### src/hw/dlc_pkg.sv
// constants, field layout and decode helpers for the demod loop config block
// assumes one 20 MHz system clock and byte-wide register access by index
package dlc_pkg;

    // ------------------------------------------------------------
    // register indices
    // ------------------------------------------------------------
    localparam logic [7:0] ADDR_FILT_CFG = 8'h1f;
    localparam logic [7:0] ADDR_LOOP_CFG = 8'h20;
    localparam logic [7:0] ADDR_INPUT_CFG = 8'h23;
    localparam logic [7:0] ADDR_AGC_CFG = 8'h24;

    // ------------------------------------------------------------
    // reset values
    // ------------------------------------------------------------
    localparam logic [7:0] RST_FILT_CFG = 8'h00;
    localparam logic [7:0] RST_LOOP_CFG = 8'h00;
    localparam logic [7:0] RST_INPUT_CFG = 8'h00;
    localparam logic [7:0] RST_AGC_CFG = 8'h00;

    // ------------------------------------------------------------
    // field positions
    // ------------------------------------------------------------
    localparam int FILT_INV_BIT = 6;
    localparam int FILT_BYP_BIT = 7;
    localparam int LOOP_GAIN_LSB = 0;
    localparam int AFC_MODE_LSB = 2;
    localparam int THR_LSB = 4;
    localparam int REACQ_BIT = 7;
    localparam int INSEL_LSB = 0;
    localparam int ADC_GAIN_LSB = 2;
    localparam int AGC_N_LSB = 0;
    localparam int DC_EN_BIT = 5;
    localparam logic [7:0] LOOP_CFG_RD_MASK = 8'h7f;
    localparam logic [7:0] INPUT_CFG_RD_MASK = 8'h7f;
    localparam logic [7:0] AGC_CFG_RD_MASK = 8'h3f;

    // ------------------------------------------------------------
    // codes and limits
    // ------------------------------------------------------------
    localparam int SAMPLE_W = 10;
    localparam logic [1:0] INSEL_UNSIGNED = 2'h0;
    localparam logic [1:0] INSEL_SIGNED = 2'h1;
    localparam logic [1:0] INSEL_ANALOG = 2'h2;
    localparam logic [1:0] AFC_AUTO = 2'h0;
    localparam logic [1:0] AFC_FORCE_OFF = 2'h1;
    localparam logic [1:0] AFC_FORCE_ON = 2'h2;
    localparam logic [4:0] AGC_N_MAX = 5'h14;
    localparam logic [4:0] ADC_GAIN_MAX = 5'h14;
    localparam int DC_AVG_LOG2 = 10;
    localparam int AGC_CNT_W = 21;

    typedef enum logic {LS_ACQUIRE, LS_TRACK} dlc_loop_state_t;

    // lock threshold code to whole degrees
    function automatic logic [7:0] dlc_lock_thr(input logic [2:0] code);
        case (code)
            3'h0: dlc_lock_thr = 8'h01;
            3'h1: dlc_lock_thr = 8'h02;
            3'h2: dlc_lock_thr = 8'h05;
            3'h3: dlc_lock_thr = 8'h0a;
            3'h4: dlc_lock_thr = 8'h0f;
            3'h5: dlc_lock_thr = 8'h14;
            default: dlc_lock_thr = 8'h19;
        endcase
    endfunction : dlc_lock_thr

    // clamp a 5-bit setting to its valid maximum
    function automatic logic [4:0] dlc_clamp5(input logic [4:0] v, input logic [4:0] vmax);
        dlc_clamp5 = (v > vmax) ? vmax : v;
    endfunction : dlc_clamp5

endpackage : dlc_pkg

### src/hw/dlc_dc_remove.sv
// dc bias estimator and subtractor for one sample channel
// assumes a symbol tick from the timing loop and signed samples
`timescale 1ns/1ps
module dlc_dc_remove
    import dlc_pkg::*;
(
    // clock and reset
    input wire logic clk_in,
    input wire logic resetn_in,
    // control
    input wire logic enable_in,
    input wire logic symbol_tick_in,
    // samples
    input wire logic valid_in,
    input wire logic signed [SAMPLE_W-1:0] x_in,
    output logic signed [SAMPLE_W-1:0] y_out,
    output logic valid_out
);
    localparam int ACC_W = SAMPLE_W + DC_AVG_LOG2;
    localparam logic [DC_AVG_LOG2-1:0] CNT_LAST = '1;
    localparam logic signed [SAMPLE_W:0] SAT_HI = 11'sh1ff;
    localparam logic signed [SAMPLE_W:0] SAT_LO = -11'sh200;

    logic signed [ACC_W-1:0] acc_ff, nxt_acc;
    logic [DC_AVG_LOG2-1:0] cnt_ff, nxt_cnt;
    logic signed [SAMPLE_W-1:0] est_ff, nxt_est;
    logic signed [SAMPLE_W-1:0] y_ff, nxt_y;
    logic vld_ff, nxt_vld;
    logic signed [SAMPLE_W:0] diff;

    // ------------------------------------------------------------
    // estimate over 1024 symbols, one sample per tick, block average
    // ------------------------------------------------------------
    always_comb begin
        nxt_acc = acc_ff;
        nxt_cnt = cnt_ff;
        nxt_est = est_ff;
        if (!enable_in) begin
            nxt_acc = '0;
            nxt_cnt = '0;
            nxt_est = '0;
        end else if (symbol_tick_in) begin
            if (cnt_ff == CNT_LAST) begin
                nxt_est = SAMPLE_W'((acc_ff + ACC_W'(x_in)) >>> DC_AVG_LOG2);
                nxt_acc = '0;
            end else begin
                nxt_acc = acc_ff + ACC_W'(x_in);
            end
            nxt_cnt = cnt_ff + 1'b1;
        end
        diff = (SAMPLE_W + 1)'(x_in) - (SAMPLE_W + 1)'(est_ff);
        nxt_vld = valid_in;
        nxt_y = y_ff;
        if (valid_in) begin
            if (!enable_in) begin
                nxt_y = x_in;
            end else if (diff > SAT_HI) begin
                nxt_y = SAMPLE_W'(SAT_HI);
            end else if (diff < SAT_LO) begin
                nxt_y = SAMPLE_W'(SAT_LO);
            end else begin
                nxt_y = SAMPLE_W'(diff);
            end
        end
    end

    always_ff @(posedge clk_in) begin
        if (!resetn_in) begin
            acc_ff <= '0;
            cnt_ff <= '0;
            est_ff <= '0;
            y_ff <= '0;
            vld_ff <= 1'b0;
        end else begin
            acc_ff <= nxt_acc;
            cnt_ff <= nxt_cnt;
            est_ff <= nxt_est;
            y_ff <= nxt_y;
            vld_ff <= nxt_vld;
        end
    end

    assign y_out = y_ff;
    assign valid_out = vld_ff;

endmodule : dlc_dc_remove

### src/hw/dlc_agc_pace.sv
// pacer: one pulse every 2^n symbols for the front-end gain update
// assumes n already clamped to the valid range
`timescale 1ns/1ps
module dlc_agc_pace
    import dlc_pkg::*;
(
    // clock and reset
    input wire logic clk_in,
    input wire logic resetn_in,
    // control
    input wire logic symbol_tick_in,
    input wire logic [4:0] n_in,
    // pulse
    output logic update_out
);
    logic [AGC_CNT_W-1:0] cnt_ff, nxt_cnt;
    logic upd_ff, nxt_upd;
    logic [AGC_CNT_W-1:0] last;

    always_comb begin
        last = AGC_CNT_W'((AGC_CNT_W + 1)'(1) << n_in) - 1'b1;
        nxt_cnt = cnt_ff;
        nxt_upd = 1'b0;
        if (symbol_tick_in) begin
            if (cnt_ff >= last) begin
                // shrinking n mid-count restarts cleanly
                nxt_cnt = '0;
                nxt_upd = 1'b1;
            end else begin
                nxt_cnt = cnt_ff + 1'b1;
            end
        end
    end

    always_ff @(posedge clk_in) begin
        if (!resetn_in) begin
            cnt_ff <= '0;
            upd_ff <= 1'b0;
        end else begin
            cnt_ff <= nxt_cnt;
            upd_ff <= nxt_upd;
        end
    end

    assign update_out = upd_ff;

endmodule : dlc_agc_pace

### src/hw/dlc_top.sv
// demodulator-2 carrier loop config and shared receive front-end config
// assumes synchronous register writes by index and a symbol tick input
`timescale 1ns/1ps

module dlc_top
    import dlc_pkg::*;
(
    // clock and reset
    input wire logic sys_clk_in,
    input wire logic resetn_in,
    // register port
    input wire logic [7:0] reg_addr_in,
    input wire logic reg_wr_in,
    input wire logic [7:0] reg_wdata_in,
    output logic [7:0] reg_rdata_out,
    // digital sample connector
    input wire logic [SAMPLE_W-1:0] dig_i_in,
    input wire logic [SAMPLE_W-1:0] dig_q_in,
    input wire logic dig_valid_in,
    // built-in converter on the analog input connector
    input wire logic signed [SAMPLE_W-1:0] adc_i_in,
    input wire logic signed [SAMPLE_W-1:0] adc_q_in,
    input wire logic adc_valid_in,
    // datapath status
    input wire logic symbol_tick_in,
    input wire logic [7:0] phase_err_std_in,
    input wire logic [7:0] front_end_gain_loop_in,
    // conditioned samples
    output logic signed [SAMPLE_W-1:0] samp_i_out,
    output logic signed [SAMPLE_W-1:0] samp_q_out,
    output logic samp_valid_out,
    // loop controls
    output logic filter_bypass_out,
    output logic [3:0] loop_gain_mult_out,
    output logic afc_on_out,
    output logic carrier_lock_out,
    output logic reacq_out,
    output logic loop_acquire_out,
    // front end controls
    output logic [4:0] adc_gain_db_out,
    output logic [7:0] front_end_gain_ctrl_out
);
    localparam logic signed [SAMPLE_W-1:0] S_MIN = -10'sh200;
    localparam logic signed [SAMPLE_W-1:0] S_MAX = 10'sh1ff;
    localparam logic [SAMPLE_W-1:0] MSB_FLIP = 10'h200;

    // ------------------------------------------------------------
    // configuration registers
    // ------------------------------------------------------------
    logic [7:0] filt_cfg_ff, nxt_filt_cfg;
    logic [7:0] loop_cfg_ff, nxt_loop_cfg;
    logic [7:0] in_cfg_ff, nxt_in_cfg;
    logic [7:0] agc_cfg_ff, nxt_agc_cfg;
    logic [7:0] rdata_ff, nxt_rdata;
    logic reacq_ff, nxt_reacq;

    always_comb begin
        nxt_filt_cfg = filt_cfg_ff;
        nxt_loop_cfg = loop_cfg_ff;
        nxt_in_cfg = in_cfg_ff;
        nxt_agc_cfg = agc_cfg_ff;
        nxt_reacq = 1'b0;
        if (reg_wr_in) begin
            case (reg_addr_in)
                ADDR_FILT_CFG: nxt_filt_cfg = reg_wdata_in;
                ADDR_LOOP_CFG: begin
                    nxt_loop_cfg = reg_wdata_in & LOOP_CFG_RD_MASK;
                    // one pulse per write of one
                    nxt_reacq = reg_wdata_in[REACQ_BIT];
                end
                ADDR_INPUT_CFG: nxt_in_cfg = reg_wdata_in & INPUT_CFG_RD_MASK;
                ADDR_AGC_CFG: nxt_agc_cfg = reg_wdata_in & AGC_CFG_RD_MASK;
                default: nxt_filt_cfg = filt_cfg_ff;
            endcase
        end
        case (reg_addr_in)
            ADDR_FILT_CFG: nxt_rdata = filt_cfg_ff;
            ADDR_LOOP_CFG: nxt_rdata = loop_cfg_ff;
            ADDR_INPUT_CFG: nxt_rdata = in_cfg_ff;
            ADDR_AGC_CFG: nxt_rdata = agc_cfg_ff;
            default: nxt_rdata = 8'h00;
        endcase
    end

    always_ff @(posedge sys_clk_in) begin
        if (!resetn_in) begin
            filt_cfg_ff <= RST_FILT_CFG;
            loop_cfg_ff <= RST_LOOP_CFG;
            in_cfg_ff <= RST_INPUT_CFG;
            agc_cfg_ff <= RST_AGC_CFG;
            rdata_ff <= 8'h00;
            reacq_ff <= 1'b0;
        end else begin
            filt_cfg_ff <= nxt_filt_cfg;
            loop_cfg_ff <= nxt_loop_cfg;
            in_cfg_ff <= nxt_in_cfg;
            agc_cfg_ff <= nxt_agc_cfg;
            rdata_ff <= nxt_rdata;
            reacq_ff <= nxt_reacq;
        end
    end

    // field views
    logic [1:0] gain_code;
    logic [1:0] afc_mode;
    logic [2:0] thr_code;
    logic [1:0] in_sel;
    logic q_invert;
    logic dc_en;
    assign gain_code = loop_cfg_ff[LOOP_GAIN_LSB +: 2];
    assign afc_mode = loop_cfg_ff[AFC_MODE_LSB +: 2];
    assign thr_code = loop_cfg_ff[THR_LSB +: 3];
    assign in_sel = in_cfg_ff[INSEL_LSB +: 2];
    assign q_invert = filt_cfg_ff[FILT_INV_BIT];
    assign dc_en = agc_cfg_ff[DC_EN_BIT];

    // ------------------------------------------------------------
    // carrier loop control
    // ------------------------------------------------------------
    dlc_loop_state_t state_ff, nxt_state;
    logic lock_ff, nxt_lock;
    logic afc_ff, nxt_afc;
    logic [3:0] gmul_ff, nxt_gmul;

    always_comb begin
        nxt_lock = phase_err_std_in < dlc_lock_thr(thr_code);
        nxt_state = state_ff;
        case (state_ff)
            LS_ACQUIRE: begin
                if (!reacq_ff && lock_ff) begin
                    nxt_state = LS_TRACK;
                end
            end
            LS_TRACK: begin
                if (reacq_ff || !lock_ff) begin
                    nxt_state = LS_ACQUIRE;
                end
            end
            default: nxt_state = LS_ACQUIRE;
        endcase
        case (afc_mode)
            AFC_AUTO: nxt_afc = (nxt_state == LS_ACQUIRE);
            AFC_FORCE_OFF: nxt_afc = 1'b0;
            AFC_FORCE_ON: nxt_afc = 1'b1;
            // test code: kept quiet rather than guess its use
            default: nxt_afc = 1'b0;
        endcase
        nxt_gmul = 4'h1 << gain_code;
    end

    always_ff @(posedge sys_clk_in) begin
        if (!resetn_in) begin
            state_ff <= LS_ACQUIRE;
            lock_ff <= 1'b0;
            afc_ff <= 1'b0;
            gmul_ff <= 4'h1;
        end else begin
            state_ff <= nxt_state;
            lock_ff <= nxt_lock;
            afc_ff <= nxt_afc;
            gmul_ff <= nxt_gmul;
        end
    end

    // ------------------------------------------------------------
    // input select and spectrum inversion
    // ------------------------------------------------------------
    logic signed [SAMPLE_W-1:0] si_ff, nxt_si;
    logic signed [SAMPLE_W-1:0] sq_ff, nxt_sq;
    logic sv_ff, nxt_sv;
    logic signed [SAMPLE_W-1:0] raw_q;

    always_comb begin
        nxt_si = si_ff;
        nxt_sq = sq_ff;
        nxt_sv = 1'b0;
        raw_q = '0;
        case (in_sel)
            INSEL_UNSIGNED: begin
                nxt_sv = dig_valid_in;
                nxt_si = dig_i_in ^ MSB_FLIP;
                raw_q = dig_q_in ^ MSB_FLIP;
            end
            INSEL_SIGNED: begin
                nxt_sv = dig_valid_in;
                nxt_si = dig_i_in;
                raw_q = dig_q_in;
            end
            INSEL_ANALOG: begin
                nxt_sv = adc_valid_in;
                nxt_si = adc_i_in;
                raw_q = adc_q_in;
            end
            default: nxt_sv = 1'b0;
        endcase
        if (q_invert) begin
            nxt_sq = (raw_q == S_MIN) ? S_MAX : -raw_q;
        end else begin
            nxt_sq = raw_q;
        end
        if (!nxt_sv) begin
            nxt_si = si_ff;
            nxt_sq = sq_ff;
        end
    end

    always_ff @(posedge sys_clk_in) begin
        if (!resetn_in) begin
            si_ff <= '0;
            sq_ff <= '0;
            sv_ff <= 1'b0;
        end else begin
            si_ff <= nxt_si;
            sq_ff <= nxt_sq;
            sv_ff <= nxt_sv;
        end
    end

    // ------------------------------------------------------------
    // dc bias removal, one per channel
    // ------------------------------------------------------------
    logic signed [SAMPLE_W-1:0] ch_x [2];
    logic signed [SAMPLE_W-1:0] ch_y [2];
    logic [1:0] ch_v;
    assign ch_x[0] = si_ff;
    assign ch_x[1] = sq_ff;

    genvar gc;
    generate
        for (gc = 0; gc < 2; gc++) begin : g_dc
            dlc_dc_remove u_dc (
                .clk_in(sys_clk_in),
                .resetn_in(resetn_in),
                .enable_in(dc_en),
                .symbol_tick_in(symbol_tick_in),
                .valid_in(sv_ff),
                .x_in(ch_x[gc]),
                .y_out(ch_y[gc]),
                .valid_out(ch_v[gc])
            );
        end
    endgenerate

    // ------------------------------------------------------------
    // front end gain
    // ------------------------------------------------------------
    logic agc_upd;
    logic [7:0] fe_ff, nxt_fe;
    logic [4:0] adcg_ff, nxt_adcg;

    dlc_agc_pace u_pace (
        .clk_in(sys_clk_in),
        .resetn_in(resetn_in),
        .symbol_tick_in(symbol_tick_in),
        .n_in(dlc_clamp5(agc_cfg_ff[AGC_N_LSB +: 5], AGC_N_MAX)),
        .update_out(agc_upd)
    );

    always_comb begin
        nxt_fe = agc_upd ? front_end_gain_loop_in : fe_ff;
        nxt_adcg = dlc_clamp5(in_cfg_ff[ADC_GAIN_LSB +: 5], ADC_GAIN_MAX);
    end

    always_ff @(posedge sys_clk_in) begin
        if (!resetn_in) begin
            fe_ff <= 8'h00;
            adcg_ff <= 5'h00;
        end else begin
            fe_ff <= nxt_fe;
            adcg_ff <= nxt_adcg;
        end
    end

    // ------------------------------------------------------------
    // outputs
    // ------------------------------------------------------------
    assign reg_rdata_out = rdata_ff;
    assign samp_i_out = ch_y[0];
    assign samp_q_out = ch_y[1];
    assign samp_valid_out = &ch_v;
    assign filter_bypass_out = filt_cfg_ff[FILT_BYP_BIT];
    assign loop_gain_mult_out = gmul_ff;
    assign afc_on_out = afc_ff;
    assign carrier_lock_out = lock_ff;
    assign reacq_out = reacq_ff;
    assign loop_acquire_out = (state_ff == LS_ACQUIRE);
    assign adc_gain_db_out = adcg_ff;
    assign front_end_gain_ctrl_out = fe_ff;

endmodule : dlc_top

### config.mk
export PLATFORM = sky130hd
export DESIGN_NAME = dlc_top
export DESIGN_NICKNAME = d
export VERILOG_FILES = /design/src/hw/dlc_pkg.sv /design/src/hw/dlc_dc_remove.sv /design/src/hw/dlc_agc_pace.sv /design/src/hw/dlc_top.sv
export SDC_FILE = /design/constraint.sdc
export NUM_CORES = 1
export LEC_CHECK = 0
export BUFFER_PORTS_ARGS = -buffer_cell sky130_fd_sc_hd__buf_4
export CORE_MARGIN = 4
export CORE_UTILIZATION = 40
export DETAILED_ROUTE_END_ITERATION = 12
export GPL_ROUTABILITY_DRIVEN = 0
export GPL_TIMING_DRIVEN = 0
export HOLD_SLACK_MARGIN = 0.15
export PLACE_DENSITY = 0.62
export SETUP_SLACK_MARGIN = 0.05
export SLEW_MARGIN = 20
export SYNTH_ARGS = -nofsm -noshare
export SYNTH_HDL_FRONTEND = slang
export SYNTH_SLANG_ARGS = --single-unit
### constraint.sdc
create_clock -name sys_clk_in -period 5.6 [get_ports sys_clk_in]
set_clock_uncertainty 0.15 [all_clocks]
set_input_delay 0.28 -clock sys_clk_in [delete_from_list [all_inputs] [get_ports sys_clk_in]]
set_output_delay 0.28 -clock sys_clk_in [all_outputs]
set_load 0.005 [all_outputs]
Yosys cells after proc, flatten, opt, wreduce, memory -nomap -nowiden --
Cells that the tools add are included.
Word-level totals: register bits after elaboration 201, bits of input ports 78, output and inout bits 51, logic and storage cells 109
Cells by class: add/subtract/negate cells 9, magnitude comparators 8, equal/unequal tests 15, shift operators 2, multiplexer cells 23, bitwise logic cells 5, reductions and logical operators 20
Operator list (number):
- $mux W10 | 8
- $pmux W10 S3 | 2
- $add A20 B10 Y20 | 2
- $mux W20 | 2
- $pmux W8 S4 | 1
- $eq A10 B10 Y1 const B | 3
- $pmux W5 S6 | 1
- $eq A8 B6 Y1 const B | 3
- $gt A11 B10 Y1 const B | 2
- $lt A11 B10 Y1 const B | 2
- $sub A10 B10 Y11 | 2
- $add A21 B1 Y21 const B | 1
- $ge A21 B21 Y1 | 1
- $mux W21 | 1
- $shl A1 B5 Y21 const A | 1
- $sub A21 B1 Y21 const B | 1
- $add A10 B1 Y10 const B | 2
- $reduce_and A2 Y1 | 9
- $gt A5 B5 Y1 const B | 2
- $mux W5 | 2
- $neg A10 Y10 | 1
- $eq A8 B5 Y1 const B | 1
- $lt A8 B8 Y1 | 1
- $eq A3 B2 Y1 const B | 2
- other kinds (16) | 29

Logic depth before layout (Yosys ltp) --
Gate-level depths: netlist of run 1.
depth after elaboration 6, mapped depth 21, depth with buffers taken out 18

By module --
From an unflattened synthesis of run 1, not the netlist that was laid out.
Unflattened totals: cell total of the unflattened synthesis 1483, area, all modules 12283.0 um2
By module, submodules not included:
- dlc_dc_remove | times used 2, cells each 404, area each 3276.9 um2, seq. area each 1021.0 um2
- dlc_top | times used 1, cells each 426, area each 3744.8 um2, seq. area each 1561.5 um2
- dlc_agc_pace | times used 1, cells each 249, area each 1984.4 um2, seq. area each 440.4 um2

Worst setup path before layout of run 1 --
No wires, ideal clock.
path kind register to register, from register agc_cfg_ff[1], to register u_pace.cnt_ff[10], arrival 3524 ps, slack 1808 ps, stages on the path, launching flop included 20, buffers on the path 3, cell sequence dfxtp_1 clkbuf_1 nor4_1 nand2_1 ha_1 clkbuf_1 or3_1 o21ai_0 a32oi_1 ha_1 o21ai_0 nand2b_1 a21oi_1 nor3_1 o21ai_0 a21o_1 and2_1 o21ai_1 buf_2 nor2_1
On the way: cells in the longest elaborated chain, start to end 6
RTL lines:
- start, declared | line dlc_top.sv:53 | logic [7:0] agc_cfg_ff, nxt_agc_cfg;
- start signal, assigned | line dlc_top.sv:97 | agc_cfg_ff <= nxt_agc_cfg;
- $gt A5 B5 Y1 | line dlc_pkg.sv:70 | dlc_clamp5 = (v > vmax) ? vmax : v;
- $mux W5 * | line dlc_pkg.sv:70
- $shl A1 B5 Y21 * | line dlc_agc_pace.sv:21 | last = AGC_CNT_W'((AGC_CNT_W + 1)'(1) << n_in) - 1'b1;
- $sub A21 B1 Y21 * | line dlc_agc_pace.sv:21
- $ge A21 B21 Y1 * | line dlc_agc_pace.sv:25 | if (cnt_ff >= last) begin
- $mux W21 * | line dlc_agc_pace.sv:25
- end signal, assigned | line dlc_agc_pace.sv:40 | cnt_ff <= nxt_cnt;
- end, declared | line dlc_agc_pace.sv:16 | logic [AGC_CNT_W-1:0] cnt_ff, nxt_cnt;
Mark *: on every way between the ends. The rest lies on a longest branch, timed or not. A chain may end at the register's enable or synchronous reset.

Worst setup path after layout of run 1 --
from register agc_cfg_ff[1], to register u_pace.cnt_ff[15]
The elaborated chain is that of the path after synthesis.

==> results of run 1 <==
[layout make-up]
class / instances / share of cell area
multi-input combinational: 1038 / 0.4925
tap: 378 / 0.03320
buffer: 65 / 0.01766
clock buffer: 28 / 0.04682
clock inverter: 15 / 0.01432
sequential: 201 / 0.2825
inverter: 46 / 0.01212
timing repair buffer: 175 / 0.1008
[where the power goes]
group / switching (mW) / total, mW / internal (mW)
Combinational: 0.190 / 0.371 / 0.182
Clock: 0.643 / 1.72 / 1.08
Sequential: 0.0325 / 1.49 / 1.45
Total: 0.865 / 3.58 / 2.71
[critical path: cells and delay by family, from the launching register on]
family          cells  cell delay [ps]
simple gates        7             1600
compound gates      7             1300
buf+inv             3              730
fa+ha+maj           2              530
flops               1              300
[what timing repair did]
item,4_1_cts,5_1_grt
hold buffers,49,0
setup buffers,0,0
endpoints found under the hold margin,52,0
[state kept, by name, indices dropped and copies added (netlist names), 8 cells and up]
signal	flops
g_dc.u_dc.cnt_ff	20
filt_cfg_ff	8
g_dc.u_dc.y_out	20
si_ff	10
reg_rdata_out	8
u_pace.cnt_ff	21
g_dc.u_dc.acc_ff	40
sq_ff	10
front_end_gain_ctrl_out	8
g_dc.u_dc.est_ff	20
[layout by cell type (no fill, tap or decap), types with 8 or more instances in the layout]
cell / n
sky130_fd_sc_hd__o21bai_1: 12
sky130_fd_sc_hd__nand2b_1: 16
sky130_fd_sc_hd__clkbuf_1: 52
sky130_fd_sc_hd__o22ai_1: 17
sky130_fd_sc_hd__ha_1: 92
sky130_fd_sc_hd__dfxtp_1: 201
sky130_fd_sc_hd__a22o_1: 11
sky130_fd_sc_hd__clkbuf_16: 25
sky130_fd_sc_hd__buf_4: 126
sky130_fd_sc_hd__o21ai_1: 10
sky130_fd_sc_hd__o211ai_1: 8
sky130_fd_sc_hd__a21oi_1: 70
sky130_fd_sc_hd__a31oi_1: 9
sky130_fd_sc_hd__o211a_1: 12
sky130_fd_sc_hd__xor2_1: 49
sky130_fd_sc_hd__o21a_1: 12
sky130_fd_sc_hd__nor2_1: 132
sky130_fd_sc_hd__mux2i_1: 32
sky130_fd_sc_hd__a21o_1: 26
sky130_fd_sc_hd__xnor2_1: 44
sky130_fd_sc_hd__nand4_1: 22
sky130_fd_sc_hd__dlygate4sd3_1: 49
sky130_fd_sc_hd__nor4_1: 8
sky130_fd_sc_hd__nor2b_1: 24
sky130_fd_sc_hd__and3_1: 14
sky130_fd_sc_hd__o21ai_0: 53
sky130_fd_sc_hd__clkinv_2: 9
sky130_fd_sc_hd__inv_1: 45
sky130_fd_sc_hd__and2_1: 9
sky130_fd_sc_hd__nand2_1: 122
sky130_fd_sc_hd__a211oi_1: 19
sky130_fd_sc_hd__a22oi_1: 44
sky130_fd_sc_hd__a21boi_0: 33
sky130_fd_sc_hd__or3_1: 10
sky130_fd_sc_hd__nor3_1: 18
sky130_fd_sc_hd__nand3_1: 46
[cell families after synthesis]
group	count (synthesis)	share of synthesized area
simple gates	441	0.1810
mux	34	0.02991
flops	201	0.3510
fa+ha+maj	98	0.1093
xor+xnor	93	0.07105
compound gates	372	0.2208
buf+inv	111	0.03700
[worst paths after layout]
kind	to	depth (start not counted)	startpoint	slack [ps]
worst min-delay path	loop_cfg_ff[2]$_SDFFE_PN0P_	6	reg_addr_in[4]	190
worst max-delay path	u_pace.cnt_ff[15]$_SDFFE_PN0P_	19	agc_cfg_ff[1]$_SDFFE_PN0P_	880
worst min register to register	g_dc[1].u_dc.acc_ff[18]$_SDFFE_PN0P_	2	g_dc[1].u_dc.acc_ff[18]$_SDFFE_PN0P_	300
worst max register to register	u_pace.cnt_ff[15]$_SDFFE_PN0P_	19	agc_cfg_ff[1]$_SDFFE_PN0P_	880
[routing by layer]
metal  part of all wire  up-vias  global-route usage
met5            0.00061        -                   0
met3              0.065       55             0.03707
met2               0.44      257              0.3329
met4              0.021        2             0.04673
li1                   -     5250                   -
met1               0.47     4860              0.2789
==> qor_table.md, run 1 <==
| Group | Result | This run |
|---|---|---|
| run status | Outcome | finished, final reports clean |
| placed design | Buffers on Ports | 126 |
| die | I/O pin count | 129 |
| cells and area | Combined area of the multi-input logic cells | 7015 um2 |
| die | Cell Rows | 61 |
| detailed routing | Post-detailed-route via-to-cell ratio | 5.357 |
| critical path | Worst path most repeated cell | sky130_fd_sc_hd__o21ai_0 |
| cells and area | Count of fill cells added during filler insertion | 2680 |
| yosys | Average footprint of a synthesized cell | 8.491 um2 |
| cts | Clock latency on the worst-skew pair | 520 ps |
| global routing | Antenna violations before repair | 1 |
| yosys | Number of enable-type register cells in the synthesized netlist | 0 |
| die | Die footprint | 31430 um2 |
| sta | Worst max-slew margin expressed relative to the limit | 0.2591 |
| critical path | Critical Path End Type | register |
| power | Static leakage | 5.767 nW |
| critical path | Delay contributed by the slowest stage of the critical path | 650 ps |
| power | PwrDens | 251.3 nW/um2 |
| sta | Final Hold Violating Endpoints | 0 |
| cells and area | Number of inserted diodes | 0 |
| placed design | Cell count after placement | 1854 |
| sta | Max Fclk | 211.8 MHz |
| detailed routing | Number of design-rule violations left by the first detailed-router iteration | 698 |
| critical path | Type of the worst setup path | reg2reg |
| critical path | Critical path required time | 5860 ps |
| placed design | Worst slack after detailed placement | 980.8 ps |
| detailed routing | Number of nets with antenna violations after detailed routing | 0 |
| critical path | Critical path fanouts, max | 10 |
| sta | Smallest setup slack after layout | 879.4 ps |
| global routing | Overall overflow remaining after global route | 0 |
| global routing | Number of global-route vias before repair | 10.19k |
| sta | Part of the cycle the worst path needs | 0.8430 |
| global routing | Pin count of the biggest net entering global routing | 15 |
| cts | Num CTS Buffers | 24 |
| sta | Worst slack on hold paths | 192.4 ps |
| sta | Worst Max-Slew Pin Slew | 1101 ps |
| cells and area | Layout Cells excl Fill | 1946 |
| cells and area | Share of layout cells above drive strength 1 | 0.1244 |
| global routing | Global router's overall resource usage | 0.2029 |
| critical path | Crit start category | register |
| yosys | Netlist cell types | 66 |
| cts | Count of H-tree levels built during CTS | 1 |
| die | Core area | 28010 um2 |
| sta | Final setup fails | 0 |
| die | Starting Density | 0.4093 |
| yosys | Synthesis warning total | 0 |
| critical path | Max stage delay cell, worst path | sky130_fd_sc_hd__nor4_1 |
| die | Die X-Extent | 177.3 um |
| power | Sum of internal, switching and leakage power | 3.580 mW |
| sta | Setup_tns | 0 ps |
| die | Die extent in y | 177.3 um |
| yosys | Leading post-synthesis cells by cell area | sky130_fd_sc_hd__dfxtp_1 35%, sky130_fd_sc_hd__ha_1 10%, sky130_fd_sc_hd__nor2_1 4.3% |
| cells and area | Final core occ | 0.5085 |
| yosys | Seq cells post-synth | 201 |
| cells and area | Layout net count | 1725 |
| critical path | Critical-path cell list | clkbuf_1 > nor4_1 > nand2_1 > ha_1 > clkbuf_1 > or3_1 > o21ai_0 > a32oi_1 > ha_1 > o21ai_0 > nand2b_1 > a21oi_1 > nor3_1 > o21ai_0 > a21o_1 > and2_1 > o21ai_1 > buf_2 > nor2_1 |
| detailed routing | DR DRC count | 0 |
| yosys | Top_reg_cell synth | sky130_fd_sc_hd__dfxtp_1 |
| cts | Resized cells post-CTS | 0 |
| detailed routing | Total wirelength of the detailed-routed design | 32640 um |
| placed design | Post-detailed-placement half-perimeter wirelength | 24180 um |
| placed design | Area of placed instances | 12880 um2 |
| sta | Final number of max-transition violations | 0 |
| cells and area | Sequential cell area | 4024 um2 |
| min path | Worst hold-check path type | in2reg |
| sta | Fin crit period | 4721 ps |
| sta | RSZ-0062 raised after global routing | no |
| yosys | Proportion of synthesized chip area in sequential cells | 0.3510 |
| cts | TritonCTS clock tree | built |
| cells and area | Relative area change from synthesis to final layout | 24.25% |
| global routing | First-pass GRT wire length | 52380 um |
| yosys | Most common cell in the synthesized netlist | sky130_fd_sc_hd__dfxtp_1 |
| cts | Clock sink total | 201 |
| detailed routing | Number of search-and-repair iterations in the first detailed-routing pass | 7 |
| power | Worst-case vdd ir drop | 0.1808 mV |
| yosys | Post-Syn Nets | 1524 |
| run | Max cap viols | 0 |
| yosys | Proportion of register bits with asynchronous set or reset after synthesis | 0 |
| detailed routing | Routed WL per cell | 16.77 um |
| cts | Clock buffer depth | 3 |
| yosys | Top cell types by occurrence after synthesis | 201 x sky130_fd_sc_hd__dfxtp_1, 132 x sky130_fd_sc_hd__nor2_1, 122 x sky130_fd_sc_hd__nand2_1 |
| yosys | Most area-hungry cell type in the Yosys netlist | sky130_fd_sc_hd__dfxtp_1 |
| cts | Root Buffer Master | sky130_fd_sc_hd__clkbuf_16 |
| yosys | Synthesized instance count | 1350 |
| yosys | Post-synthesis instance area | 11460 um2 |
| cts | Clk slew on worst S/H paths | 60 ps |
| cells and area | Finished Cell Area | 14240 um2 |
| critical path | Critical path data arrival time | 4980 ps |
| yosys | Yosys top cell area share | 0.3510 |
| detailed routing | Vias post-DR | 10.42k |
No activity file was read; power rests on OpenSTA's default activity.
==> run 2: changes to the inputs <==
Clock period 5.6 ns to 4.9 ns, I/O delays scaled along.
==> qor_table.md, run 2 (synthesized netlist as in run 1, its figures left out) <==
| Group | Result | This run |
|---|---|---|
| run status | Outcome | finished, final reports clean |
| detailed routing | Vias post-DR | 10.37k |
| sta | Worst Max-Slew Pin Slew | 1065 ps |
| cts | Clock sink total | 201 |
| cells and area | Leading cell type in the layout, fill and taps excluded | sky130_fd_sc_hd__dfxtp_1 |
| sta | Fin crit period | 4413 ps |
| cells and area | Most flops, register | g_dc.u_dc.acc_ff |
| critical path | Crit start category | register |
| die | Die X-Extent | 177.3 um |
| cts | Num CTS Buffers | 24 |
| die | Die extent in y | 177.3 um |
| detailed routing | DR DRC count | 0 |
| sta | Max Fclk | 226.6 MHz |
| sta | Part of the cycle the worst path needs | 0.9006 |
| cells and area | Layout Cells excl Fill | 1947 |
| cells and area | Largest registers | g_dc.u_dc.acc_ff (40), u_pace.cnt_ff (21) |
| placed design | Worst slack after detailed placement | 280.8 ps |
| cts | Clock buffer depth | 3 |
| global routing | Number of global-route vias before repair | 10.21k |
| global routing | Antenna violations before repair | 1 |
| detailed routing | Number of nets with antenna violations after detailed routing | 0 |
| detailed routing | Number of design-rule violations left by the first detailed-router iteration | 772 |
| placed design | Buffers on Ports | 126 |
| power | PwrDens | 286.5 nW/um2 |
| sta | Final Hold Violating Endpoints | 0 |
| die | Cell Rows | 61 |
| die | Die footprint | 31430 um2 |
| sta | Worst max-slew margin expressed relative to the limit | 0.2832 |
| sta | RSZ-0062 raised after global routing | no |
| cells and area | Largest register FFs | 40 |
| cells and area | Relative area change from synthesis to final layout | 24.43% |
| cells and area | Count of fill cells added during filler insertion | 2676 |
| sta | Final setup fails | 0 |
| power | Static leakage | 5.771 nW |
| die | Starting Density | 0.4093 |
| sta | Setup_tns | 0 ps |
| cells and area | Number of inserted diodes | 0 |
| critical path | Critical path data arrival time | 4720 ps |
| cells and area | Layout net count | 1726 |
| critical path | Max stage delay cell, worst path | sky130_fd_sc_hd__nor4_2 |
| critical path | CP bufs+invs | 3 |
| critical path | Type of the worst setup path | reg2reg |
| critical path | Largest delay share family, worst path | simple AND/OR/NAND/NOR gates |
| placed design | Post-detailed-placement half-perimeter wirelength | 24180 um |
| cells and area | Final core occ | 0.5092 |
| critical path | Critical-path cell list | clkbuf_1 > nor4_2 > nand2_1 > ha_1 > clkbuf_1 > nor3_1 > nand2b_1 > nand2_1 > a22o_1 > a21boi_0 > ha_1 > a21o_1 > a21o_1 > a21oi_1 > nor2_1 > a211oi_1 > a21o_1 > and2_1 > o21ai_2 > buf_2 > nor2_1 |
| detailed routing | Total wirelength of the detailed-routed design | 32600 um |
| critical path | Worst path most repeated cell | sky130_fd_sc_hd__a21o_1 |
| die | Core area | 28010 um2 |
| run | Max cap viols | 0 |
| die | I/O pin count | 129 |
| detailed routing | Routed WL per cell | 16.74 um |
| global routing | Global router's overall resource usage | 0.2032 |
| global routing | Overall overflow remaining after global route | 0 |
| min path | Worst hold-check path type | in2reg |
| cts | Clk slew on worst S/H paths | 60 ps |
| cells and area | Share of layout cells above drive strength 1 | 0.1256 |
| cts | Clock latency on the worst-skew pair | 520 ps |
| detailed routing | Number of search-and-repair iterations in the first detailed-routing pass | 7 |
| detailed routing | Post-detailed-route via-to-cell ratio | 5.326 |
| cts | TritonCTS clock tree | built |
| critical path | Critical path fanouts, max | 10 |
| global routing | First-pass GRT wire length | 52470 um |
| cts | Root Buffer Master | sky130_fd_sc_hd__clkbuf_16 |
| global routing | Pin count of the biggest net entering global routing | 15 |
| critical path | Critical path required time | 5210 ps |
| placed design | Cell count after placement | 1854 |
| critical path | Delay contributed by the slowest stage of the critical path | 490 ps |
| cts | Count of H-tree levels built during CTS | 1 |
| sta | Worst slack on hold paths | 164.0 ps |
| power | Worst-case vdd ir drop | 0.2064 mV |
| cells and area | Commonest non-fill, non-tap cells in the layout | 201 x sky130_fd_sc_hd__dfxtp_1, 132 x sky130_fd_sc_hd__nor2_1, 126 x sky130_fd_sc_hd__buf_4 |
| sta | Smallest setup slack after layout | 487.1 ps |
| sta | Final number of max-transition violations | 0 |
| critical path | Critical Path End Type | register |
## run 2: changes by cell type in the layout (fill, tap and decap cells not counted)
cell	delta
sky130_fd_sc_hd__nor4_1	-1
sky130_fd_sc_hd__o21ai_2	+1
sky130_fd_sc_hd__o21ai_1	-1
sky130_fd_sc_hd__dlygate4sd3_1	+1
sky130_fd_sc_hd__nor4_2	+1
## run 2: worst reg2reg max path: cells and delay by family, from the launching register on
family	cells	cell delay, ps
buffers and inverters	3	670
and+or+nand+nor	8	1420
DFF	1	300
AOI/OAI and AO/OA	8	1300
adders and majority gates	2	540
## run 2: routing by layer
metal  routed length, um  up-vias  track usage
met5                  20        -            0
li1                    -     5256            -
met3                2289       47      0.03728
met4                 668        2      0.04673
met2               14570      262       0.3335
met1               15050     4802       0.2792
## run 2: final timing paths
check | start | to | slack, ps | depth (start not counted)
max | agc_cfg_ff[1]$_SDFFE_PN0P_ | u_pace.cnt_ff[15]$_SDFFE_PN0P_ | 490 | 21
max reg2reg | agc_cfg_ff[1]$_SDFFE_PN0P_ | u_pace.cnt_ff[15]$_SDFFE_PN0P_ | 490 | 21
min | adc_q_in[9] | sq_ff[9]$_SDFFE_PN0P_ | 160 | 6
min reg2reg | g_dc[0].u_dc.acc_ff[13]$_SDFFE_PN0P_ | g_dc[0].u_dc.acc_ff[13]$_SDFFE_PN0P_ | 300 | 2
## run 2: what timing repair did
action / CTS / global route
setup buffers: 0 / 0
endpoints found under the hold margin: 54 / 0
endpoints found under the setup margin: 0 / 13
resized for setup: 0 / 2
hold buffers: 50 / 0
## run 2: layout make-up
type                    count  area, um2  share of cell area
clock buffers              28      666.9             0.04675
well taps                 378      473.0             0.03316
repair buffers            176       1446              0.1014
clock inverters            15      203.9             0.01430
inverters                  46      172.7             0.01211
plain buffers              65      251.5             0.01763
multi-input cells        1038       7025              0.4925
flip-flops and latches    201       4024              0.2821
## run 2: power breakdown
group          internal (mW)  switching, mW  total [mW]
Clock                   1.23          0.730        1.96
Sequential              1.66         0.0372        1.70
Combinational          0.208          0.217       0.425
Total                   3.10          0.984        4.09
## run 2: through the flow
step           power (mW)  area [um2]
6_report            4.087       14260
5_1_grt             4.239       14260
4_1_cts             4.120       14250
3_5_place_dp        2.123       12880
3_3_place_gp        2.118       12880
2_1_floorplan       1.964       11460
